## src/design/pmes_defines.vh

```
// Constants for the performance monitor event select slice
`ifndef PMES_DEFINES_VH
`define PMES_DEFINES_VH

`define PMES_SPR_CNT1      10'h3B9
`define PMES_SPR_CNT2      10'h3BA
`define PMES_SPR_SIA       10'h3BB
`define PMES_SPR_CNT3      10'h3BD
`define PMES_SPR_CNT4      10'h3BE
`define PMES_SPR_SDA       10'h3BF
`define PMES_SPR_UCNT1     10'h3A9
`define PMES_SPR_UCNT2     10'h3AA
`define PMES_SPR_USER_SAMPLED_INSTR_MIRROR      10'h3AB
`define PMES_SPR_UCNT3     10'h3AD
`define PMES_SPR_UCNT4     10'h3AE
`define PMES_SPR_USER_SAMPLED_DATA_UNUSED      10'h3AF

`define PMES_SEL3_HI       31
`define PMES_SEL3_LO       27
`define PMES_SEL4_HI       26
`define PMES_SEL4_LO       22

`define PMES_TB_BIT47      16
`define PMES_TB_BIT51      12
`define PMES_TB_BIT55      8
`define PMES_TB_BIT63      0

`define PMES_EV_HOLD       5'h00
`define PMES_EV_CYCLE      5'h01
`define PMES_EV_CMPL       5'h02
`define PMES_EV_TB         5'h03
`define PMES_EV_DISP       5'h04
`define PMES_EV3_MAX       5'h11
`define PMES_EV3_RSVD      5'h0E
`define PMES_EV4_MAX       5'h0E
`define PMES_EV4_RSVD      5'h07

`define PMES_CNT_TOP       31
`define PMES_RESET_VAL     32'h0000_0000

`endif

```

## src/design/pmes_core.v

```verilog
// Performance monitor counters, event select and sampled address
`include "pmes_defines.vh"

module pmes_core (
    input  wire        clk,
    input  wire        resetn,
    input  wire        ce,
    // Special register move port
    input  wire        spr_wr,
    input  wire        spr_rd,
    input  wire [9:0]  spr_num,
    input  wire [31:0] spr_wdata,
    output reg  [31:0] spr_rdata,
    output reg         spr_rvalid,
    output wire        spr_hit,
    // Monitor control
    input  wire [31:0] monitor_control_second,
    input  wire [1:0]  timebase_bit_select,
    input  wire [3:0]  counter_irq_control,
    input  wire        global_irq_enable,
    input  wire        stop_on_irq,
    // Event sources
    input  wire [1:0]  cnt1_inc,
    input  wire [1:0]  cnt2_inc,
    input  wire        instr_cmpl,
    input  wire [1:0]  instr_disp,
    input  wire [31:0] timebase_lower,
    input  wire [17:5] cnt3_events,
    input  wire [14:5] cnt4_events,
    input  wire        threshold_event,
    input  wire [31:0] threshold_iaddr,
    input  wire [31:0] last_cmpl_iaddr,
    output wire        pm_irq
);

    // ************************************************************
    // Event decoding
    // ************************************************************

    // Amount added to a counter this cycle for one select code
    function [1:0] ev_amount;
        input [4:0]  sel;
        input [31:0] evs;
        input        cmpl;
        input [1:0]  disp;
        input        tb_rise;
        input [4:0]  max_code;
        input [4:0]  rsvd_code;
        begin
            ev_amount = 2'h0;
            case (sel)
                `PMES_EV_HOLD:  ev_amount = 2'h0;
                `PMES_EV_CYCLE: ev_amount = 2'h1;
                `PMES_EV_CMPL:  ev_amount = {1'b0, cmpl};
                `PMES_EV_TB:    ev_amount = {1'b0, tb_rise};
                `PMES_EV_DISP:  ev_amount = disp;
                default: begin
                    if (sel <= max_code && sel != rsvd_code)
                        ev_amount = {1'b0, evs[sel]};
                    else
                        ev_amount = 2'h0;
                end
            endcase
        end
    endfunction

    wire [4:0] sel3 = monitor_control_second[`PMES_SEL3_HI:`PMES_SEL3_LO];
    wire [4:0] sel4 = monitor_control_second[`PMES_SEL4_HI:`PMES_SEL4_LO];

    // ************************************************************
    // Time base bit edge detection
    // ************************************************************

    reg tb_bit;
    reg tb_prev_r;

    always @* begin
        case (timebase_bit_select)
            2'h0:    tb_bit = timebase_lower[`PMES_TB_BIT47];
            2'h1:    tb_bit = timebase_lower[`PMES_TB_BIT51];
            2'h2:    tb_bit = timebase_lower[`PMES_TB_BIT55];
            default: tb_bit = timebase_lower[`PMES_TB_BIT63];
        endcase
    end

    wire tb_rise = tb_bit & ~tb_prev_r;

    always @(posedge clk or negedge resetn) begin
        if (!resetn) begin
            tb_prev_r <= 1'b0;
        end else if (ce) begin
            tb_prev_r <= tb_bit;
        end
    end

    // Event vectors indexed by select code; unused positions are zero
    wire [31:0] ev3_vec = {14'h0000, cnt3_events, 5'h00};
    wire [31:0] ev4_vec = {17'h00000, cnt4_events, 5'h00};

    wire [1:0] amt3 = ev_amount(sel3, ev3_vec, instr_cmpl, instr_disp,
                                tb_rise, `PMES_EV3_MAX,
                                `PMES_EV3_RSVD);
    wire [1:0] amt4 = ev_amount(sel4, ev4_vec, instr_cmpl, instr_disp,
                                tb_rise, `PMES_EV4_MAX,
                                `PMES_EV4_RSVD);

    // ************************************************************
    // Counters
    // ************************************************************

    reg  [31:0] cnt1_r;
    reg  [31:0] cnt2_r;
    reg  [31:0] cnt3_r;
    reg  [31:0] cnt4_r;
    reg  [31:0] sia_r;
    reg         irq_r;

    wire [3:0] ovf = {cnt4_r[`PMES_CNT_TOP], cnt3_r[`PMES_CNT_TOP],
                      cnt2_r[`PMES_CNT_TOP], cnt1_r[`PMES_CNT_TOP]};
    wire       irq_req = global_irq_enable
                         & (|(ovf & counter_irq_control));
    assign pm_irq = irq_req;

    // Counting stops while an interrupt stands and stop is requested
    wire       count_en = ~(stop_on_irq & irq_req);

    wire wr_cnt1 = spr_wr && spr_num == `PMES_SPR_CNT1;
    wire wr_cnt2 = spr_wr && spr_num == `PMES_SPR_CNT2;
    wire wr_cnt3 = spr_wr && spr_num == `PMES_SPR_CNT3;
    wire wr_cnt4 = spr_wr && spr_num == `PMES_SPR_CNT4;
    wire wr_sia  = spr_wr && spr_num == `PMES_SPR_SIA;

    wire [31:0] cnt1_nxt = cnt1_r + {30'h0, cnt1_inc};
    wire [31:0] cnt2_nxt = cnt2_r + {30'h0, cnt2_inc};
    wire [31:0] cnt3_nxt = cnt3_r + {30'h0, amt3};
    wire [31:0] cnt4_nxt = cnt4_r + {30'h0, amt4};

    always @(posedge clk or negedge resetn) begin
        if (!resetn) begin
            cnt1_r <= `PMES_RESET_VAL;
            cnt2_r <= `PMES_RESET_VAL;
            cnt3_r <= `PMES_RESET_VAL;
            cnt4_r <= `PMES_RESET_VAL;
        end else if (ce) begin
            // A software write wins over counting in the same cycle
            if (wr_cnt1)
                cnt1_r <= spr_wdata;
            else if (count_en)
                cnt1_r <= cnt1_nxt;
            if (wr_cnt2)
                cnt2_r <= spr_wdata;
            else if (count_en)
                cnt2_r <= cnt2_nxt;
            if (wr_cnt3)
                cnt3_r <= spr_wdata;
            else if (count_en)
                cnt3_r <= cnt3_nxt;
            if (wr_cnt4)
                cnt4_r <= spr_wdata;
            else if (count_en)
                cnt4_r <= cnt4_nxt;
        end
    end

    // ************************************************************
    // Sampled instruction address
    // ************************************************************

    wire irq_rise = irq_req & ~irq_r;

    always @(posedge clk or negedge resetn) begin
        if (!resetn) begin
            irq_r <= 1'b0;
            sia_r <= `PMES_RESET_VAL;
        end else if (ce) begin
            irq_r <= irq_req;
            // Capture on the interrupt's rising edge beats a software write
            if (irq_rise) begin
                if (threshold_event)
                    sia_r <= threshold_iaddr;
                else
                    sia_r <= last_cmpl_iaddr;
            end else if (wr_sia) begin
                sia_r <= spr_wdata;
            end
        end
    end

    // ************************************************************
    // Read port
    // ************************************************************

    reg        map_hit;
    reg [31:0] rd_mux;

    always @* begin
        map_hit = 1'b1;
        rd_mux  = 32'h0000_0000;
        case (spr_num)
            `PMES_SPR_CNT1, `PMES_SPR_UCNT1: rd_mux = cnt1_r;
            `PMES_SPR_CNT2, `PMES_SPR_UCNT2: rd_mux = cnt2_r;
            `PMES_SPR_CNT3, `PMES_SPR_UCNT3: rd_mux = cnt3_r;
            `PMES_SPR_CNT4, `PMES_SPR_UCNT4: rd_mux = cnt4_r;
            `PMES_SPR_SIA, `PMES_SPR_USER_SAMPLED_INSTR_MIRROR:   rd_mux = sia_r;
            `PMES_SPR_SDA, `PMES_SPR_USER_SAMPLED_DATA_UNUSED:   rd_mux = 32'h0000_0000;
            default: map_hit = 1'b0;
        endcase
    end

    // Mapped numbers never raise an exception, unused ones included
    assign spr_hit = map_hit;

    always @(posedge clk or negedge resetn) begin
        if (!resetn) begin
            spr_rdata  <= 32'h0000_0000;
            spr_rvalid <= 1'b0;
        end else if (ce) begin
            spr_rvalid <= spr_rd;
            if (spr_rd)
                spr_rdata <= rd_mux;
        end
    end

endmodule // pmes_core

```

## config.mk

```make
export PLATFORM = sky130hd
export DESIGN_NAME = pmes_core
export DESIGN_NICKNAME = d
export VERILOG_FILES = /design/src/design/pmes_core.v
export VERILOG_INCLUDE_DIRS = /design/src /design/src/design
export SDC_FILE = /design/constraint.sdc
export NUM_CORES = 1
export LEC_CHECK = 0
export BUFFER_PORTS_ARGS = -buffer_cell sky130_fd_sc_hd__buf_2
export CAP_MARGIN = 40
export CORE_ASPECT_RATIO = 0.5
export CORE_MARGIN = 5
export CORE_UTILIZATION = 50
export CTS_BUF_LIST = sky130_fd_sc_hd__clkbuf_2 sky130_fd_sc_hd__clkbuf_4 sky130_fd_sc_hd__clkbuf_8
export CTS_CLUSTER_SIZE = 40
export DETAILED_ROUTE_END_ITERATION = 6
export PLACE_DENSITY = 0.77
export SLEW_MARGIN = 20
export SYNTH_ARGS = -nofsm -noshare
export SYNTH_HDL_FRONTEND = slang
export SYNTH_SLANG_ARGS = --single-unit
```

## constraint.sdc

```tcl
create_clock -name clk -period 2.77 [get_ports clk]
set_input_delay 0.6925 -clock clk [delete_from_list [all_inputs] [get_ports clk]]
set_output_delay 0.6925 -clock clk [all_outputs]
set_load 0.1 [all_outputs]
```

==> results of run 1 <==
==> sequential cells by signal, summed over array words and instances, names as in the netlist <==
name / count
cnt1_r: 32
spr_rvalid: 1
spr_rdata: 32
cnt4_r: 32
sia_r: 32
cnt3_r: 32
irq_r: 1
cnt2_r: 32
tb_prev_r: 1
==> path summary, 6_finish.rpt <==
kind	endpoint	cells after the start
worst min register to register	spr_rdata[5]	2
worst min-delay path	cnt2_r[11]	1
max in group asynchronous	cnt2_r[18]	2
worst max-delay path	cnt3_r[28]	17
worst max register to register	cnt3_r[28]	15
min in group clk	spr_rdata[5]	2
==> worst register-to-register path: cells and delay by family (launching register included) <==
kind | cells | cell delay [ps]
simple gates | 6 | 1070
compound gates | 5 | 620
buf+inv | 2 | 160
flops | 1 | 380
fa+ha+maj | 2 | 550
==> timing repair <==
item / CTS / global route
endpoints found under the setup margin: 25 / 41
buffers inserted: 9 / 10
pin swaps: 25 / 41
hold endpoints to repair: 0 / 0
gates resized for setup: 42 / 53
==> power breakdown <==
| part | switching [mW] | internal (mW) | total [mW] |
|---|---|---|---|
| logic | 1.23 | 0.713 | 1.95 |
| clock network | 1.18 | 0.764 | 1.95 |
| registers | 0.394 | 3.20 | 3.59 |
| total | 2.81 | 4.68 | 7.49 |
==> per-layer routing <==
metal  vias to the layer above  track usage [%]  share of wire, %
met5                         -                0              0.12
met4                         6             10.1               2.7
met3                       121             13.1                15
met2                       934             46.8                41
met1                      6892             49.1                41
li1                       6608                -                 -
==> metrics by stage <==
stage                     total power, mW  hold slack [ps]
after global routing                 7.84              147
after detailed placement             5.45              466
final                                7.49              136
after CTS                            7.40              133
after global placement               5.40              458
after floorplan                      4.65              397
==> placed cells by master (no fill, tap or decap), types with 6 or more instances in the layout <==
| cell | n |
|---|---|
| nand4_1 | 30 |
| nor4_2 | 6 |
| o21ai_1 | 28 |
| and2_1 | 10 |
| mux2i_1 | 34 |
| nand2_1 | 246 |
| buf_2 | 192 |
| and4_1 | 10 |
| a22oi_1 | 53 |
| nor3_1 | 34 |
| buf_6 | 13 |
| a31oi_1 | 8 |
| buf_4 | 129 |
| o21ai_0 | 149 |
| inv_1 | 23 |
| dfrtp_1 | 195 |
| nand3_1 | 76 |
| o22ai_1 | 73 |
| nor4_1 | 11 |
| clkbuf_8 | 19 |
| a21oi_1 | 196 |
| nor2_1 | 98 |
| ha_1 | 6 |
| inv_6 | 9 |
| and3_1 | 16 |
| a21oi_2 | 14 |
| a2bb2oi_1 | 13 |
| buf_12 | 19 |
| nor2_2 | 6 |
| a222oi_1 | 16 |
==> area by class of cell <==
cell class                 count  area (sq um)  share of cell area, %
antenna                        1          2.50                 0.0155
clock buffer                  18           248                   1.54
clock inverter                14           141                  0.878
inverter                      27           101                  0.630
multi-input combinational   1290          7830                   48.6
sequential                   195          4880                   30.3
tap                          344           430                   2.67
timing repair buffer         354          2470                   15.3
==> cells by family after synthesis <==
group,count (synthesis)
fa+ha+maj,12
buf+inv,153
mux,42
simple gates,615
compound gates,621
flops,195
==> reports/metrics.csv, run 1 <==
stage,metric,value,unit
routing,dr.pass1.iters,7,
setup_path,critPathLaunchType,input port,
pwr,power.leakage,6.91,nW
logic_synthesis,synth_compound_area_share,28.8,%
clocking,cts_buffer_depth,2,
cells_and_area,fin_util,63.9,%
die,start_util,50.7,%
sta,skew,15.3,ps
placed_design,dp.cells,2194,
logic_synthesis,synth_top_cell_by_area,dfrtp_1,
global_routing,grt_start_max_net_pins,65,
die,die_area,29000,sq um
routing,routedWlPerCell,22.5,microns
clocking,clk_pin_slew,110,ps
logic_synthesis,synthTopCellsByArea,"dfrtp_1, a21oi_1, nand2_1",
placed_design,place.gp.congestion,1.02,
setup_path,ff2ff_setup_slack,-130,ps
placed_design,dpl.hpwl,37.0,mm
global_routing,grt_usage,33.9,%
die,die_w,236,microns
cells_and_area,drive_gt1_share,26.6,%
setup_path,cpMaxStageDelayCell,and4b_2,
setup_path,cp_slowest_stage_delay,380,ps
setup_path,critPathMaxFanout,5,
logic_synthesis,synth_seq_area_share,38.2,%
clocking,cts.sinks,195,
logic_synthesis,yosysUniqueCellTypes,72,
placed_design,pre_cts_ws,-810,ps
worst_hold_path,hp-class,input port to asynchronous set/reset pin,
setup_path,crit_chain,"buf_6, mux4_2, nand2b_1, nand2_1, a21oi_2, nor3_2, a2bb2oi_2, ha_2, inv_2, fa_2, and4b_2, buf_6, nand3_4, nor2_4, a41oi_2, o21ai_1, o311ai_1",
logic_synthesis,yosys_warnings,0,
sta,rsz0062_at_grt,true,
job,max-cap-violations,0,
pwr,peakVddDrop,0.000316,V
logic_synthesis,avgSynthCellArea,7.79,sq um
sta,finalSetupViolCount,28,
logic_synthesis,syn-cell-area,12800,sq um
placed_design,portBuffers,196,
logic_synthesis,synth.most_common_cell,nand2_1,
run_status,status,"complete, but fails checks",
setup_path,path_class,input port to flop,
setup_path,r2r_start,tb_prev_r,
sta,fin_ws,-281,ps
setup_path,crit_start,timebase_bit_select[0],
die,num_io_pins,249,
logic_synthesis,synth_nets,1864,
logic_synthesis,synth.area.mux_share,3.72,%
global_routing,antenna_found_initial,5,
run_status,violations,"design-rule violations, negative setup slack",
sta,fmax,328,MHz
logic_synthesis,synth_top_family_by_area,compound AO/OA/AOI/OAI gates,
sta,min_period_over_period,110,%
logic_synthesis,synth_enable_flop_cells,0,
logic_synthesis,synthTopCellsByCount,"nand2_1, a21oi_1, dfrtp_1",
placed_design,place_area,15200,sq um
sta,worst_pin_slew,781,ps
clocking,cts_made_buffers,17,
setup_path,path_common_cell,buf_6,
logic_synthesis,dominantRegCellSynth,dfrtp_1,
routing,vias,14600,
clocking,clk_latency,520,ps
pwr,p_per_area,465,nW/um^2
setup_path,cp.required,3180,ps
die,die_h,123,microns
setup_path,arrival,3460,ps
clocking,postCtsHoldBufs,0,
clocking,ctsHtreeMaxLevel,4,
sta,post-route-min-period,3050,ps
routing,routed_wl,50.5,mm
sta,slew_headroom,47.5,%
logic_synthesis,async_reset_ff_share,100,%
setup_path,cp_top_family,simple AND/OR/NAND/NOR gates,
sta,tns,-3850,ps
routing,drtIter0Drc,2417,
cells_and_area,area_delta_synth_final,26.1,%
cells_and_area,finish.instance_area,16100,sq um
cells_and_area,n_fill_cell,2162,
logic_synthesis,synthAdderAreaFrac,1.41,%
setup_path,cp-end-kind,flop,
global_routing,grt_pass1_vias,12800,
die,placementRows,41,
routing,drc,14,
routing,vias_per_cell,6.49,
cells_and_area,nets,2111,
logic_synthesis,synth_xor_area_share,0,%
clocking,cts_tree,done,
logic_synthesis,synth-seq-cells,195,
routing,ant_nets,0,
setup_path,crit_buf_inv,3,
global_routing,grt_first_pass_wirelength,75.9,mm
logic_synthesis,yosysTopAreaCellShare,38.2,%
sta,drv_slew,0,
logic_synthesis,synth_cells,1638,
logic_synthesis,synthSimpleGateAreaFrac,23.0,%
global_routing,gr-total-overflow,0,
clocking,cts_root_buffer,clkbuf_8,
die,fp.coreArea,25200,sq um
cells_and_area,final_cells,2243,
sta,hold_viol_final,0,
(Power assumes the default switching activity.)
==> inputs of run 2 (changes only) <==
--- a/config.mk
+++ b/config.mk
@@ -15,6 +15,7 @@
 export CTS_CLUSTER_SIZE = 40
 export DETAILED_ROUTE_END_ITERATION = 6
 export PLACE_DENSITY = 0.77
+export SETUP_SLACK_MARGIN = 0.4
 export SLEW_MARGIN = 20
 export SYNTH_ARGS = -nofsm -noshare
 export SYNTH_HDL_FRONTEND = slang
==> run 2 against run 1 <==
Net effect:
- the run ends with negative setup slack left
- clock skew fell by 4.4 ps
- sequential share of layout area shrank 0.90 points
- maximum frequency rose by 0.78%
- critical endpoint is now cnt4_r[16]
- total power rose by 0.33%
- sequential power is essentially flat
- clock power shrank 7%
- largest power group unchanged
- global-route usage up 0.71 points
- final cell count grew 0.98%
- clock-buffer cell count is 1 higher
- design area rose by 3.1%
- first-iteration DRC count shrank 3.5%
==> reports/metrics.csv, run 2 (synthesis gave the netlist of run 1 again) <==
stage,metric,value,unit
die,placementRows,41,
global_routing,gr-total-overflow,0,
die,num_io_pins,249,
pwr,power.leakage,7.07,nW
cells_and_area,finish.instance_area,16600,sq um
setup_path,crit_chain,"buf_6, mux4_2, inv_2, o221ai_2, a22oi_2, nor2_1, buf_4, ha_4, inv_2, fa_2, nand4b_1, buf_4, buf_6, or3_4, o21ai_2, a21oi_1, a21oi_1",
worst_hold_path,hp-class,input port to asynchronous set/reset pin,
pwr,power.internal,4.65,mW
cells_and_area,mostFrequentLayoutCells,"nand2_1, dfrtp_1, buf_2",
cells_and_area,antennaDiodeCount,0,
placed_design,pre_cts_ws,-783,ps
routing,dr.pass1.iters,7,
placed_design,dp.cells,2200,
setup_path,cp_slowest_stage_delay,350,ps
sta,hold_viol_final,0,
global_routing,use_met1,48.8,%
placed_design,place.gp.congestion,1.03,
run_status,status,"complete, but fails checks",
sta,rsz0062_at_grt,true,
cells_and_area,final_cells,2265,
clocking,postCtsHoldBufs,0,
routing,routed_wl,52.3,mm
global_routing,grt_pass1_vias,13300,
setup_path,critPathLaunchType,input port,
clocking,cts_made_buffers,17,
setup_path,arrival,3470,ps
clocking,clk_latency,520,ps
setup_path,critPathMaxFanout,2,
cells_and_area,nets,2134,
global_routing,grtUsageMet3,12.5,%
routing,ant_nets,0,
routing,drc,0,
run_status,violations,negative setup slack,
routing,routedWlPerCell,23.1,microns
pwr,p_comb_share,27.8,%
job,max-cap-violations,0,
setup_path,path_class,input port to flop,
global_routing,antenna_found_initial,0,
pwr,switching_share,38.1,%
sta,finalSetupViolCount,27,
global_routing,global_route.peak_usage_layer,met2,
sta,drv_slew,0,
die,die_area,29000,sq um
pwr,p_per_area,453,nW/um^2
clocking,cts_buffer_depth,2,
sta,fmax,330,MHz
sta,post-route-min-period,3030,ps
pwr,peakVddDrop,0.000332,V
sta,skew,10.9,ps
placed_design,dpl.hpwl,37.3,mm
cells_and_area,drive_gt1_share,30.0,%
cells_and_area,area_delta_synth_final,29.9,%
setup_path,crit_buf_inv,6,
pwr,pwr-share-seq,48.0,%
setup_path,cp_top_family,simple AND/OR/NAND/NOR gates,
die,die_h,123,microns
cells_and_area,layout_commonest_cell,nand2_1,
global_routing,met2_usage,49.8,%
sta,worst_pin_slew,1000,ps
global_routing,grt_first_pass_wirelength,77.7,mm
placed_design,portBuffers,196,
clocking,cts_root_buffer,clkbuf_8,
sta,min_period_over_period,109,%
pwr,p_clk_share,24.2,%
die,die_w,236,microns
clocking,cts.sinks,195,
clocking,ctsHtreeMaxLevel,4,
clocking,cts_tree,done,
routing,vias_per_cell,6.54,
routing,vias,14800,
cells_and_area,n_fill_cell,2106,
placed_design,place_area,15200,sq um
routing,drtIter0Drc,2332,
sta,fin_ws,-257,ps
setup_path,cpMaxStageDelayCell,mux4_2,
die,fp.coreArea,25200,sq um
clocking,clk_pin_slew,100,ps
setup_path,cp.required,3220,ps
die,start_util,50.7,%
global_routing,grt_usage,34.6,%
global_routing,grt_start_max_net_pins,65,
setup_path,cp-end-kind,flop,
sta,slew_headroom,32.6,%
pwr,switchingPower,2.86,mW
## run 2: worst paths after layout
path | from | cells after the start | end | slack [ps]
hold / removal | resetn | 1 | cnt1_r[5] | 140
setup reg to reg | tb_prev_r | 16 | cnt4_r[16] | -120
hold reg to reg | spr_rdata[13] | 2 | spr_rdata[13] | 480
setup / recovery | monitor_control_second[22] | 17 | cnt4_r[16] | -260
min in group clk | spr_rdata[13] | 2 | spr_rdata[13] | 480
max in group asynchronous | resetn | 2 | cnt2_r[18] | 1850
## run 2: per-layer routing
metal / part of all wire [%] / routed length, microns
met5: 0 / 0
met4: 2.9 / 1540
met3: 16 / 8120
met2: 42 / 22000
met1: 39 / 20600
## run 2: area by class of cell
type                    instances  area, sq um  share of cell area [%]
repair buffers                377         2670                    16.1
well taps                     344          430                    2.59
clock buffers                  19          262                    1.58
flip-flops and latches        195         4880                    29.4
inverters                      27          101                   0.611
multi-input cells            1290         8150                    49.1
clock inverters                13          100                   0.603
## run 2: worst reg2reg max path: cells and delay by family (launching register included)
kind | cells | cell delay, ps
and+or+nand+nor | 5 | 950
adders and majority gates | 2 | 480
AOI/OAI and AO/OA | 4 | 370
DFF | 1 | 390
buffers and inverters | 5 | 660
## run 2: power by group through the flow
stage	combinational [mW]	clock [mW]	sequential, mW
2_1_floorplan	0.993	0	3.69
3_3_place_gp	1.80	0	3.63
3_5_place_dp	1.85	0	3.63
4_1_cts	1.97	1.83	3.58
5_1_grt	2.27	1.94	3.65
6_report	2.09	1.82	3.61
## run 2: timing repair
action | in CTS | in global routing
setup buffers | 23 | 9
gates resized for setup | 106 | 78
setup endpoints to repair | 64 | 84
cloned | 1 | 0
pin swaps | 65 | 42
## run 2: per-stage QoR
stage | setup TNS [ps] | power (mW) | util [%] | hold WS [ps]
2_1_floorplan | -9530 | 4.69 | - | 397
3_3_place_gp | -28620 | 5.43 | 60.3 | 457
3_5_place_dp | -30510 | 5.48 | 60.3 | 466
4_1_cts | -1210 | 7.39 | 64.2 | 139
5_1_grt | -8520 | 7.86 | 65.9 | 168
6_report | -4080 | 7.52 | 65.9 | 141
